### config.mk
export PLATFORM = sky130hd
export DESIGN_NAME = line_sync_pixel_clock_control
export DESIGN_NICKNAME = d
export VERILOG_FILES = /design/src/lsync_pkg.sv /design/src/lsync_phase_ram.sv /design/src/line_sync_pixel_clock_control.sv
export SDC_FILE = /design/constraint.sdc
export NUM_CORES = 1
export LEC_CHECK = 0
export ABC_AREA = 1
export BUFFER_PORTS_ARGS = -buffer_cell sky130_fd_sc_hd__buf_2
export CAP_MARGIN = 20
export CORE_UTILIZATION = 52
export DETAILED_ROUTE_END_ITERATION = 10
export GPL_TIMING_DRIVEN = 1
export PLACE_DENSITY = 0.82
export SLEW_MARGIN = 40
export SYNTH_ARGS = -nofsm -noshare
export SYNTH_HDL_FRONTEND = slang
export SYNTH_SLANG_ARGS = --single-unit
### constraint.sdc
create_clock -name i_ref_clk -period 1.9 [get_ports i_ref_clk]
set_input_delay 0.19 -clock i_ref_clk [delete_from_list [all_inputs] [get_ports i_ref_clk]]
set_output_delay 0.19 -clock i_ref_clk [all_outputs]
set_load 0.01 [all_outputs]
### src/lsync_pkg.sv
package lsync_pkg;
   // Register indices; byte address is index times four
   localparam logic [7:0]  IDX_DIV_HI      = 8'h01;
   localparam logic [7:0]  IDX_DIV_LO      = 8'h02;
   localparam logic [7:0]  IDX_VCO_PUMP    = 8'h03;
   localparam logic [7:0]  IDX_PHASE       = 8'h04;
   localparam logic [7:0]  IDX_SYNC_WIDTH  = 8'h07;
   localparam logic [7:0]  IDX_SYNC_CTRL   = 8'h10;
   localparam logic [7:0]  IDX_COAST_CTRL  = 8'h11;
   localparam logic [7:0]  IDX_STATUS      = 8'h20;
   // Field positions
   localparam int VCO_BAND_LSB      = 6;
   localparam int PUMP_LSB          = 3;
   localparam int PHASE_LSB         = 3;
   localparam int IN_POL_BIT        = 6;
   localparam int OUT_POL_BIT       = 5;
   localparam int AUTO_POL_BIT      = 7;
   localparam int COAST_LSB         = 1;
   // Reset values
   localparam logic [11:0] DIV_RST       = 12'h0_35F;
   localparam logic [1:0]  VCO_BAND_RST  = 2'h1;
   localparam logic [2:0]  PUMP_RST      = 3'h5;
   localparam logic [4:0]  PHASE_RST     = 5'h1_0;
   localparam logic [7:0]  WIDTH_RST     = 8'h2_0;
   localparam logic [7:0]  SYNC_CTRL_RST = 8'h8_0;
   localparam logic [2:0]  COAST_RST     = 3'h0;
   localparam logic [11:0] DIV_MIN       = 12'h0_DD;
   localparam int          PHASE_STEPS   = 32;
   // Pump current table in microamperes
   localparam logic [10:0] PUMP_UA [8] = '{11'h032, 11'h064, 11'h096, 11'h0FA,
                                           11'h15E, 11'h1F4, 11'h2EE, 11'h5DC};
   // Band edges in MHz
   localparam logic [7:0]  BAND_LO [3] = '{8'h0C, 8'h29, 8'h52};
   localparam logic [7:0]  BAND_HI [3] = '{8'h29, 8'h52, 8'h8C};
   // Coast control codes
   localparam logic [2:0]  COAST_OFF     = 3'h0;
   localparam logic [2:0]  COAST_LOSS    = 3'h1;
   localparam logic [2:0]  COAST_EXT     = 3'h2;
   localparam logic [2:0]  COAST_BOTH    = 3'h3;
   // Sync supervision: missing when no edge within line limit
   localparam logic [11:0] LINE_MARGIN   = 12'h0_10;
   typedef enum logic [1:0] {
      PLL_WAIT  = 2'b00,
      PLL_TRACK = 2'b01,
      PLL_COAST = 2'b11
   } pll_state_t;
   localparam logic [1:0]  HTRANS_NONSEQ = 2'h2;
   localparam logic [2:0]  HSIZE_WORD    = 3'h2;
endpackage : lsync_pkg

### src/lsync_phase_ram.sv
`timescale 1ns/10ps
// Delay line of sync samples; read data registered
module lsync_phase_ram #(
   parameter int DEPTH = 32
) (
   input  wire logic                     i_ref_clk,
   input  wire logic                     i_wr_data,
   input  wire logic [$clog2(DEPTH)-1:0] i_rd_tap,
   output logic                          o_rd_data
);
   logic [DEPTH-1:0] line_r;
   always_ff @(posedge i_ref_clk) begin
      line_r    <= {line_r[DEPTH-2:0], i_wr_data};
      o_rd_data <= line_r[i_rd_tap];
   end
endmodule : lsync_phase_ram

### src/line_sync_pixel_clock_control.sv
`timescale 1ns/10ps
module line_sync_pixel_clock_control
#(
   parameter int PIX_DIV = 2
) (
   input  wire logic        i_ref_clk,
   input  wire logic        i_rst,
   input  wire logic        hsel,
   input  wire logic [31:0] haddr,
   input  wire logic [1:0]  htrans,
   input  wire logic        hwrite,
   input  wire logic [2:0]  hsize,
   input  wire logic [31:0] hwdata,
   input  wire logic        hready,
   output logic [31:0]      o_hrdata,
   output logic             o_hreadyout,
   output logic             o_hresp,
   input  wire logic        i_line_sync,
   input  wire logic        i_ext_coast,
   input  wire logic [7:0]  i_pixel_data,
   output logic             o_line_sync_out,
   output logic             o_pixel_data_clock_out,
   output logic [7:0]       o_pixel_data,
   output logic             o_vco_band_sel_hi,
   output logic             o_vco_band_sel_lo,
   output logic             o_pump_current_sel_b2,
   output logic             o_pump_current_sel_b1,
   output logic             o_pump_current_sel_b0,
   output logic [10:0]      o_pump_current_ua,
   output logic             o_coast,
   output logic             o_pll_ref_pulse,
   output logic             o_pll_fb_pulse,
   output logic             o_band_mismatch
);
   import lsync_pkg::*;

   typedef struct packed {
      logic        wr_pend;
      logic [7:0]  wr_addr;
      logic [31:0] rdata;
      logic [11:0] div;
      logic [1:0]  band;
      logic [2:0]  pump;
      logic [10:0] pump_ua;
      logic [4:0]  phase;
      logic [7:0]  width;
      logic [7:0]  sync_ctrl;
      logic [2:0]  coast_ctrl;
      pll_state_t  st;
      logic        sync_d;
      logic        pol_det;
      logic [11:0] hi_cnt;
      logic [11:0] lo_cnt;
      logic [11:0] fb_cnt;
      logic [11:0] gap_cnt;
      logic        missing;
      logic        coast;
      logic        ref_pulse;
      logic        fb_pulse;
      logic [7:0]  pclk_div;
      logic        dclk;
      logic [7:0]  pix;
      logic [7:0]  out_cnt;
      logic        out_act;
      logic        out_arm;
      logic        sync_out;
      logic        mismatch;
   } state_t;

   state_t s_r;
   state_t s_nxt;
   logic   sync_delayed;
   logic   sync_in;
   logic   edge_in;
   logic   pix_tick;
   logic   pix_clk;
   logic   coast_req;

   function automatic logic [7:0] reg_addr(input logic [7:0] idx);
      reg_addr = {idx[5:0], 2'b00};
   endfunction : reg_addr

   function automatic logic [1:0] band_for_mhz(input logic [7:0] mhz);
      if (mhz < BAND_HI[0]) begin
         band_for_mhz = 2'b00;
      end else if (mhz < BAND_HI[1]) begin
         band_for_mhz = 2'b01;
      end else begin
         band_for_mhz = 2'b10;
      end
   endfunction : band_for_mhz

   lsync_phase_ram #(
      .DEPTH(PHASE_STEPS)
   ) u_phase (
      .i_ref_clk (i_ref_clk),
      .i_wr_data (i_line_sync),
      .i_rd_tap  (s_r.phase),
      .o_rd_data (sync_delayed)
   );

   always_comb begin
      s_nxt = s_r;
      sync_in   = sync_delayed ^ (s_r.sync_ctrl[AUTO_POL_BIT] ? s_r.pol_det
                                  : ~s_r.sync_ctrl[IN_POL_BIT]);
      edge_in   = sync_in & ~s_r.sync_d;
      pix_tick  = (s_r.pclk_div == 8'(PIX_DIV - 1));
      pix_clk   = pix_tick & s_r.dclk;
      coast_req = 1'b0;
      // Bus write data phase
      if (s_r.wr_pend) begin
         s_nxt.wr_pend = 1'b0;
         case (s_r.wr_addr)
            reg_addr(IDX_DIV_HI): s_nxt.div[11:4] = hwdata[7:0];
            reg_addr(IDX_DIV_LO): s_nxt.div[3:0]  = hwdata[7:4];
            reg_addr(IDX_VCO_PUMP): begin
               s_nxt.band = hwdata[VCO_BAND_LSB +: 2];
               s_nxt.pump = hwdata[PUMP_LSB +: 3];
            end
            reg_addr(IDX_PHASE):      s_nxt.phase      = hwdata[PHASE_LSB +: 5];
            reg_addr(IDX_SYNC_WIDTH): s_nxt.width      = hwdata[7:0];
            reg_addr(IDX_SYNC_CTRL):  s_nxt.sync_ctrl  = hwdata[7:0];
            reg_addr(IDX_COAST_CTRL): s_nxt.coast_ctrl = hwdata[COAST_LSB +: 3];
            default: ;
         endcase
      end
      // Bus address phase
      if (hsel && hready && htrans == HTRANS_NONSEQ) begin
         s_nxt.wr_pend = hwrite;
         s_nxt.wr_addr = haddr[7:0];
         case (haddr[7:0])
            reg_addr(IDX_DIV_HI):     s_nxt.rdata = {24'h00_0000, s_r.div[11:4]};
            reg_addr(IDX_DIV_LO):     s_nxt.rdata = {24'h00_0000, s_r.div[3:0], 4'h0};
            reg_addr(IDX_VCO_PUMP):   s_nxt.rdata = {24'h00_0000, s_r.band, s_r.pump, 3'h0};
            reg_addr(IDX_PHASE):      s_nxt.rdata = {24'h00_0000, s_r.phase, 3'h0};
            reg_addr(IDX_SYNC_WIDTH): s_nxt.rdata = {24'h00_0000, s_r.width};
            reg_addr(IDX_SYNC_CTRL):  s_nxt.rdata = {24'h00_0000, s_r.sync_ctrl};
            reg_addr(IDX_COAST_CTRL): s_nxt.rdata = {28'h000_0000, s_r.coast_ctrl, 1'b0};
            reg_addr(IDX_STATUS):     s_nxt.rdata = {28'h000_0000, s_r.mismatch,
                                                     s_r.pol_det, s_r.missing, s_r.coast};
            default:                  s_nxt.rdata = 32'h0000_0000;
         endcase
      end
      s_nxt.sync_d = sync_in;
      if (sync_delayed) begin
         s_nxt.hi_cnt = (s_r.hi_cnt == 12'hFFF) ? s_r.hi_cnt : s_r.hi_cnt + 12'h001;
      end else begin
         s_nxt.lo_cnt = (s_r.lo_cnt == 12'hFFF) ? s_r.lo_cnt : s_r.lo_cnt + 12'h001;
      end
      if (edge_in) begin
         s_nxt.pol_det = (s_r.hi_cnt > s_r.lo_cnt);
         s_nxt.hi_cnt  = 12'h000;
         s_nxt.lo_cnt  = 12'h000;
      end
      if (edge_in) begin
         s_nxt.gap_cnt = 12'h000;
         s_nxt.missing = 1'b0;
      end else if (pix_clk && s_r.gap_cnt != 12'hFFF) begin
         s_nxt.gap_cnt = s_r.gap_cnt + 12'h001;
         if (13'(s_r.gap_cnt) >= 13'(s_r.div) + 13'(LINE_MARGIN)) begin
            s_nxt.missing = 1'b1;
         end
      end
      case (s_r.coast_ctrl)
         COAST_LOSS: coast_req = s_r.missing;
         COAST_EXT:  coast_req = i_ext_coast;
         COAST_BOTH: coast_req = s_r.missing | i_ext_coast;
         default:    coast_req = 1'b0;
      endcase
      s_nxt.coast     = coast_req;
      s_nxt.ref_pulse = 1'b0;
      s_nxt.fb_pulse  = 1'b0;
      if (pix_clk) begin
         if (s_r.fb_cnt >= s_r.div) begin
            s_nxt.fb_cnt   = 12'h000;
            s_nxt.fb_pulse = 1'b1;
         end else begin
            s_nxt.fb_cnt = s_r.fb_cnt + 12'h001;
         end
      end
      case (s_r.st)
         PLL_WAIT: begin
            if (edge_in && !coast_req) begin
               s_nxt.ref_pulse = 1'b1;
               s_nxt.st        = PLL_TRACK;
            end
         end
         PLL_TRACK: begin
            if (coast_req) begin
               s_nxt.st = PLL_COAST;
            end else begin
               s_nxt.ref_pulse = edge_in;
            end
         end
         PLL_COAST: begin
            if (!coast_req) begin
               s_nxt.st = PLL_WAIT;
            end
         end
         default: s_nxt.st = PLL_WAIT;
      endcase
      // data changes on falling edge of data clock
      s_nxt.pclk_div = pix_tick ? 8'h00 : s_r.pclk_div + 8'h01;
      if (pix_tick) begin
         s_nxt.dclk = ~s_r.dclk;
         if (s_r.dclk) begin
            s_nxt.pix = i_pixel_data;
            if (edge_in || s_r.out_arm) begin
               s_nxt.out_arm = 1'b0;
               s_nxt.out_act = (s_r.width != 8'h00);
               s_nxt.out_cnt = s_r.width;
            end else if (s_r.out_cnt > 8'h01) begin
               s_nxt.out_cnt = s_r.out_cnt - 8'h01;
            end else begin
               s_nxt.out_cnt = 8'h00;
               s_nxt.out_act = 1'b0;
            end
            s_nxt.sync_out = s_nxt.out_act ^ ~s_r.sync_ctrl[OUT_POL_BIT];
         end
      end
      // Edge held until next data clock fall
      if (edge_in && !pix_clk) begin
         s_nxt.out_arm = 1'b1;
      end
      s_nxt.mismatch = (s_r.band == 2'b11) || (s_r.div < DIV_MIN);
      if (i_rst) begin
         s_nxt            = '0;
         s_nxt.div        = DIV_RST;
         s_nxt.band       = VCO_BAND_RST;
         s_nxt.pump       = PUMP_RST;
         s_nxt.phase      = PHASE_RST;
         s_nxt.width      = WIDTH_RST;
         s_nxt.sync_ctrl  = SYNC_CTRL_RST;
         s_nxt.coast_ctrl = COAST_RST;
         s_nxt.st         = PLL_WAIT;
         s_nxt.sync_out   = ~SYNC_CTRL_RST[OUT_POL_BIT];
      end
      s_nxt.pump_ua = PUMP_UA[s_nxt.pump];
   end

   always_ff @(posedge i_ref_clk) begin
      s_r <= s_nxt;
   end

   always_comb begin
      o_hrdata               = s_r.rdata;
      o_hreadyout            = 1'b1;
      o_hresp                = 1'b0;
      o_line_sync_out        = s_r.sync_out;
      o_pixel_data_clock_out = s_r.dclk;
      o_pixel_data           = s_r.pix;
      o_vco_band_sel_hi      = s_r.band[1];
      o_vco_band_sel_lo      = s_r.band[0];
      o_pump_current_sel_b2  = s_r.pump[2];
      o_pump_current_sel_b1  = s_r.pump[1];
      o_pump_current_sel_b0  = s_r.pump[0];
      o_pump_current_ua      = s_r.pump_ua;
      o_coast                = s_r.coast;
      o_pll_ref_pulse        = s_r.ref_pulse;
      o_pll_fb_pulse         = s_r.fb_pulse;
      o_band_mismatch        = s_r.mismatch;
   end

   property p_coast_gate;
      @(posedge i_ref_clk) disable iff (i_rst)
      s_r.coast |-> !s_r.ref_pulse;
   endproperty
   a_coast_gate: assert property (p_coast_gate) else $error("reference passed in coast");

   // divider not reset by coast end
   property p_resume_keep;
      @(posedge i_ref_clk) disable iff (i_rst)
      (s_r.st == PLL_COAST && s_nxt.st == PLL_WAIT && s_r.fb_cnt < s_r.div && pix_clk)
      |=> s_r.fb_cnt == $past(s_r.fb_cnt) + 12'h001;
   endproperty
   a_resume_keep: assert property (p_resume_keep) else $error("divider reset on resume");

   property p_div_wrap;
      @(posedge i_ref_clk) disable iff (i_rst)
      s_r.fb_pulse |-> s_r.fb_cnt == 12'h000;
   endproperty
   a_div_wrap: assert property (p_div_wrap) else $error("divider pulse off wrap");

   property p_pump_top;
      @(posedge i_ref_clk) disable iff (i_rst)
      (s_r.pump == 3'h7) |-> o_pump_current_ua == 11'h5DC;
   endproperty
   a_pump_top: assert property (p_pump_top) else $error("pump top current wrong");

   // sync out changes only with data clock edge
   property p_sync_align;
      @(posedge i_ref_clk) disable iff (i_rst)
      $changed(o_line_sync_out) |-> $fell(o_pixel_data_clock_out);
   endproperty
   a_sync_align: assert property (p_sync_align) else $error("sync out misaligned");

   // data stable at rising clock edge
   property p_data_mid;
      @(posedge i_ref_clk) disable iff (i_rst)
      $rose(o_pixel_data_clock_out) |-> $stable(o_pixel_data);
   endproperty
   a_data_mid: assert property (p_data_mid) else $error("data moved on rising clock");

   property p_coast_loss;
      @(posedge i_ref_clk) disable iff (i_rst)
      (s_r.coast_ctrl == COAST_LOSS && s_r.missing) |=> s_r.coast;
   endproperty
   a_coast_loss: assert property (p_coast_loss) else $error("no coast on loss");

   property p_band_wr;
      @(posedge i_ref_clk) disable iff (i_rst)
      (s_r.wr_pend && s_r.wr_addr == reg_addr(IDX_VCO_PUMP))
      |=> o_vco_band_sel_hi == $past(hwdata[7]) && o_pump_current_sel_b0 == $past(hwdata[3]);
   endproperty
   a_band_wr: assert property (p_band_wr) else $error("band pump write lost");
endmodule : line_sync_pixel_clock_control

==> Flow_metrics.wiki <==
{| class="wikitable"
! Metric !! Value
|-
| Area of the core || 18100 sq um
|-
| Final worst-path setup slack || 81.7 ps
|-
| Complex-gate fraction of the synthesized area || 0.126
|-
| Count of clock tree sinks || 186
|-
| Share of synthesized area spent on multiplexers || 0
|-
| Synthesized flop and latch total || 186
|-
| Combinational family with the most area after synthesis || simple AND/OR/NAND/NOR gates
|-
| Area enclosed by the die boundary || 19300 sq um
|-
| Leakage power total || 4.96 nW
|-
| Number of antenna diodes || 0
|-
| WL final || 22.0 mm
|-
| Biggest fanout along the worst timing path || 3
|-
| Final-layout worst hold slack || 5.98 ps
|-
| Count of flip-flops with a built-in enable after synthesis || 0
|-
| Failing checks || DRC
|-
| Half-perimeter wire length after detailed placement || 15.7 mm
|-
| Post-synthesis share of cell area spent on and, or, nand and nor gates || 0.276
|-
| Pin count of the biggest net entering global routing || 54
|-
| Tightest Hold Check Type || in2reg
|-
| Clock H-tree levels || 4
|-
| Max-cap violation count || 0
|-
| Clock-pin slew on the worst setup and hold paths || 70 ps
|-
| Later-pin clock latency in the skew report || 440 ps
|-
| Clock tree from TritonCTS || done
|-
| Final Max Tran Viols || 0
|-
| I/O pins || 148
|-
| Pre-Repair DR Iteration Count || 9
|-
| Area of combinational cells with multiple inputs || 4970 sq um
|-
| Wirelength per Cell || 13.4 um
|-
| Setup violators final || 0
|-
| Depth of the worst hold-timing path || 3
|-
| Adder-cell area share of the yosys netlist || 0.0630
|-
| Fraction of final layout cells sized beyond drive strength 1 || 0.150
|-
| Initial Util || 0.536
|-
| Maximum operating frequency || 550 MHz
|-
| Arr. time, crit path || 2140 ps
|-
| Fill cell total of the finished layout || 1553
|-
| Register area share after synthesis || 0.383
|-
| Top sig layer || met4
|-
| Iteration-0 DRC Markers || 691
|-
| Wire length on met1 || 9.84 mm
|-
| Detailed-route vias per instance || 5.25
|-
| Global routing usage summed across all routing layers || 0.229
|-
| Via count of the first global-routing pass || 7857
|-
| Fin crit period || 1820 ps
|-
| Final Hold Violating Endpoints || 0
|-
| Worst vdd ir || 0.000733 V
|-
| Reg2Reg Depth || 12
|-
| Number of cells produced by synthesis || 1337
|-
| Routed wl met2 || 10.3 mm
|-
| CTS root buffer || sky130_fd_sc_hd__clkbuf_16
|-
| Run status || complete, but fails checks
|-
| Number of synthesis warnings || 0
|-
| Top FF cell, synth || sky130_fd_sc_hd__dfxtp_1
|-
| Layout-stage area growth over the synthesis result || 11.7%
|-
| Endpoint kind of the worst setup timing path || flip-flop
|-
| Final weighted congestion in routability-driven placement || 0.892
|-
| Number of nets in the final layout || 1539
|-
| Slew HR || 0.648
|-
| Chip Width || 139 um
|-
| Routed met3 length || 1.32 mm
|-
| Per-instance average area after synthesis || 7.27 sq um
|-
| Max clock buf depth || 2
|-
| Number of buffers created by CTS || 17
|-
| Count of unique library cells instantiated by Yosys || 45
|-
| Final Skew || 10.1 ps
|-
| TNS Setup || 0 ps
|-
| Global route total overflow || 0
|-
| Setup repair after global routing missed its margin || yes
|-
| Antenna violations before repair || 0
|-
| Total power per unit cell area || 750 nW/um^2
|-
| Post-synth ARST share || 0
|-
| Category of the worst setup path launch point || flip-flop
|-
| First-pass GRT wire length || 36.4 mm
|-
| DRC violations left || 15
|-
| Sequential cell area || 3730 sq um
|-
| Number of nets with antenna violations after detailed routing || 0
|-
| Tightest Pin Transition || 527 ps
|-
| Share of the synthesized netlist area taken by xor and xnor gates || 0.0279
|-
| Number of buffer cells added on primary ports || 69
|-
| Type of the worst setup path || reg2reg
|-
| Via count || 8651
|-
| Standard-cell rows || 49
|-
| Data required time of the worst path || 2230 ps
|-
| Dpl ws || -6.99 ps
|-
| Share of the clock period used by the worst path after layout || 0.957
|-
| Post-synthesis instance area || 9730 sq um
|-
| Die extent in y || 139 um
|}
==> worst paths after layout <==
path / startpoint / endpoint / slack [ps]
worst max-delay path: s_r[129] / s_r[32] / 80
worst min-delay path: haddr[4] / s_r[173] / 6
worst max register to register: s_r[129] / s_r[32] / 80
worst min register to register: u_phase.line_r[14] / u_phase.line_r[15] / 350
==> cell families (layout without fill, tap and decap cells) <==
family / Yosys count / after routing
other cells: 2 / 27
simple gates: 600 / 600
fa+ha+maj: 49 / 49
xor+xnor: 31 / 31
flops: 186 / 186
buf+inv: 250 / 306
compound gates: 219 / 219
==> critical path: stages, from the launching register on <==
cell and delay (ps):
sky130_fd_sc_hd__dfxtp_2 370, sky130_fd_sc_hd__ha_4 150, sky130_fd_sc_hd__inv_2 40, sky130_fd_sc_hd__nor2_4 100
sky130_fd_sc_hd__nand3_1 100, sky130_fd_sc_hd__xor2_1 160, sky130_fd_sc_hd__ha_1 290, sky130_fd_sc_hd__a21oi_1 130
sky130_fd_sc_hd__nor2_1 50, sky130_fd_sc_hd__o21ai_0 130, sky130_fd_sc_hd__nand2_1 70, sky130_fd_sc_hd__nand2_1 70
sky130_fd_sc_hd__a21oi_2 50
==> final cells by class <==
type / count / area share
flip-flops and latches: 186 / 0.343
well taps: 229 / 0.0264
clock inverters: 10 / 0.0102
clock buffers: 21 / 0.0405
inverters: 164 / 0.0571
repair buffers: 111 / 0.0649
multi-input cells: 926 / 0.457
==> cells in the mapped netlist (6+ instances only) <==
| master | n | share of area |
|---|---|---|
| sky130_fd_sc_hd__nand3_2 | 6 | 0.0062 |
| sky130_fd_sc_hd__o21ai_1 | 22 | 0.011 |
| sky130_fd_sc_hd__a21oi_1 | 98 | 0.050 |
| sky130_fd_sc_hd__nand2_1 | 298 | 0.12 |
| sky130_fd_sc_hd__nor3_1 | 18 | 0.0093 |
| sky130_fd_sc_hd__nand4_1 | 24 | 0.015 |
| sky130_fd_sc_hd__ha_1 | 49 | 0.063 |
| sky130_fd_sc_hd__buf_4 | 56 | 0.043 |
| sky130_fd_sc_hd__o21ai_0 | 55 | 0.028 |
| sky130_fd_sc_hd__nor2_4 | 7 | 0.0081 |
| sky130_fd_sc_hd__buf_2 | 12 | 0.0062 |
| sky130_fd_sc_hd__nor2_2 | 7 | 0.0045 |
| sky130_fd_sc_hd__nor2_1 | 121 | 0.047 |
| sky130_fd_sc_hd__o211ai_1 | 13 | 0.010 |
| sky130_fd_sc_hd__inv_1 | 147 | 0.057 |
| sky130_fd_sc_hd__a22o_1 | 8 | 0.0072 |
| sky130_fd_sc_hd__clkbuf_1 | 13 | 0.0050 |
| sky130_fd_sc_hd__nand2_2 | 6 | 0.0039 |
| sky130_fd_sc_hd__inv_2 | 15 | 0.0058 |
| sky130_fd_sc_hd__xnor2_1 | 9 | 0.0081 |
| sky130_fd_sc_hd__xor2_1 | 22 | 0.020 |
| sky130_fd_sc_hd__a21oi_2 | 8 | 0.0072 |
| sky130_fd_sc_hd__dfxtp_1 | 186 | 0.38 |
| sky130_fd_sc_hd__nand3_1 | 96 | 0.049 |
==> routing by layer <==
metal / vias up / GRT usage
met5: - / 0
met4: 0 / 0.0825
met3: 50 / 0.0515
met2: 302 / 0.377
met1: 3892 / 0.295
li1: 4407 / -
==> registers in the layout, summed over array words and instances (netlist names), 8 cells and up <==
name	count
o_pixel_data	8
o_pump_current_ua	10
o_hrdata	8
u_phase.line_r	32
s_r	116
==> where the power goes <==
group	switching, mW	internal [mW]	total (mW)
Sequential	0.0694	3.99	4.06
Combinational	0.447	0.212	0.658
Clock	1.59	1.84	3.43
Total	2.11	6.04	8.15
==> cells in the final DEF, fill, tap and decap left out, types with 19 or more instances in the layout <==
| cell | count |
|---|---|
| sky130_fd_sc_hd__nor2_1 | 116 |
| sky130_fd_sc_hd__inv_1 | 143 |
| sky130_fd_sc_hd__dfxtp_1 | 179 |
| sky130_fd_sc_hd__o21ai_1 | 22 |
| sky130_fd_sc_hd__xor2_1 | 22 |
| sky130_fd_sc_hd__nand4_1 | 24 |
| sky130_fd_sc_hd__ha_1 | 47 |
| sky130_fd_sc_hd__o21ai_0 | 55 |
| sky130_fd_sc_hd__buf_2 | 69 |
| sky130_fd_sc_hd__inv_2 | 19 |
| sky130_fd_sc_hd__nand2_1 | 296 |
| sky130_fd_sc_hd__nand3_1 | 96 |
| sky130_fd_sc_hd__conb_1 | 27 |
| sky130_fd_sc_hd__a21oi_1 | 96 |
| sky130_fd_sc_hd__buf_4 | 29 |
==> metrics by stage <==
stage / instances / instance area, sq um / utilization / power [mW]
floorplan: 1362 / 9820 / - / 4.64
global placement: 1602 / 10100 / 0.556 / 4.75
detailed placement: 1602 / 10100 / 0.556 / 4.77
CTS: 1643 / 10800 / 0.592 / 8.16
global route: 1647 / 10900 / 0.599 / 8.46
finish: 1647 / 10900 / 0.599 / 8.15
==> what timing repair did <==
item	in CTS	in global routing
buffers inserted	0	4
hold buffers	10	0
resized for setup	1	29
endpoints found under the setup margin	1	21
endpoints found under the hold margin	10	0
pin swaps	0	8
Power figures use the tool's default switching activity.
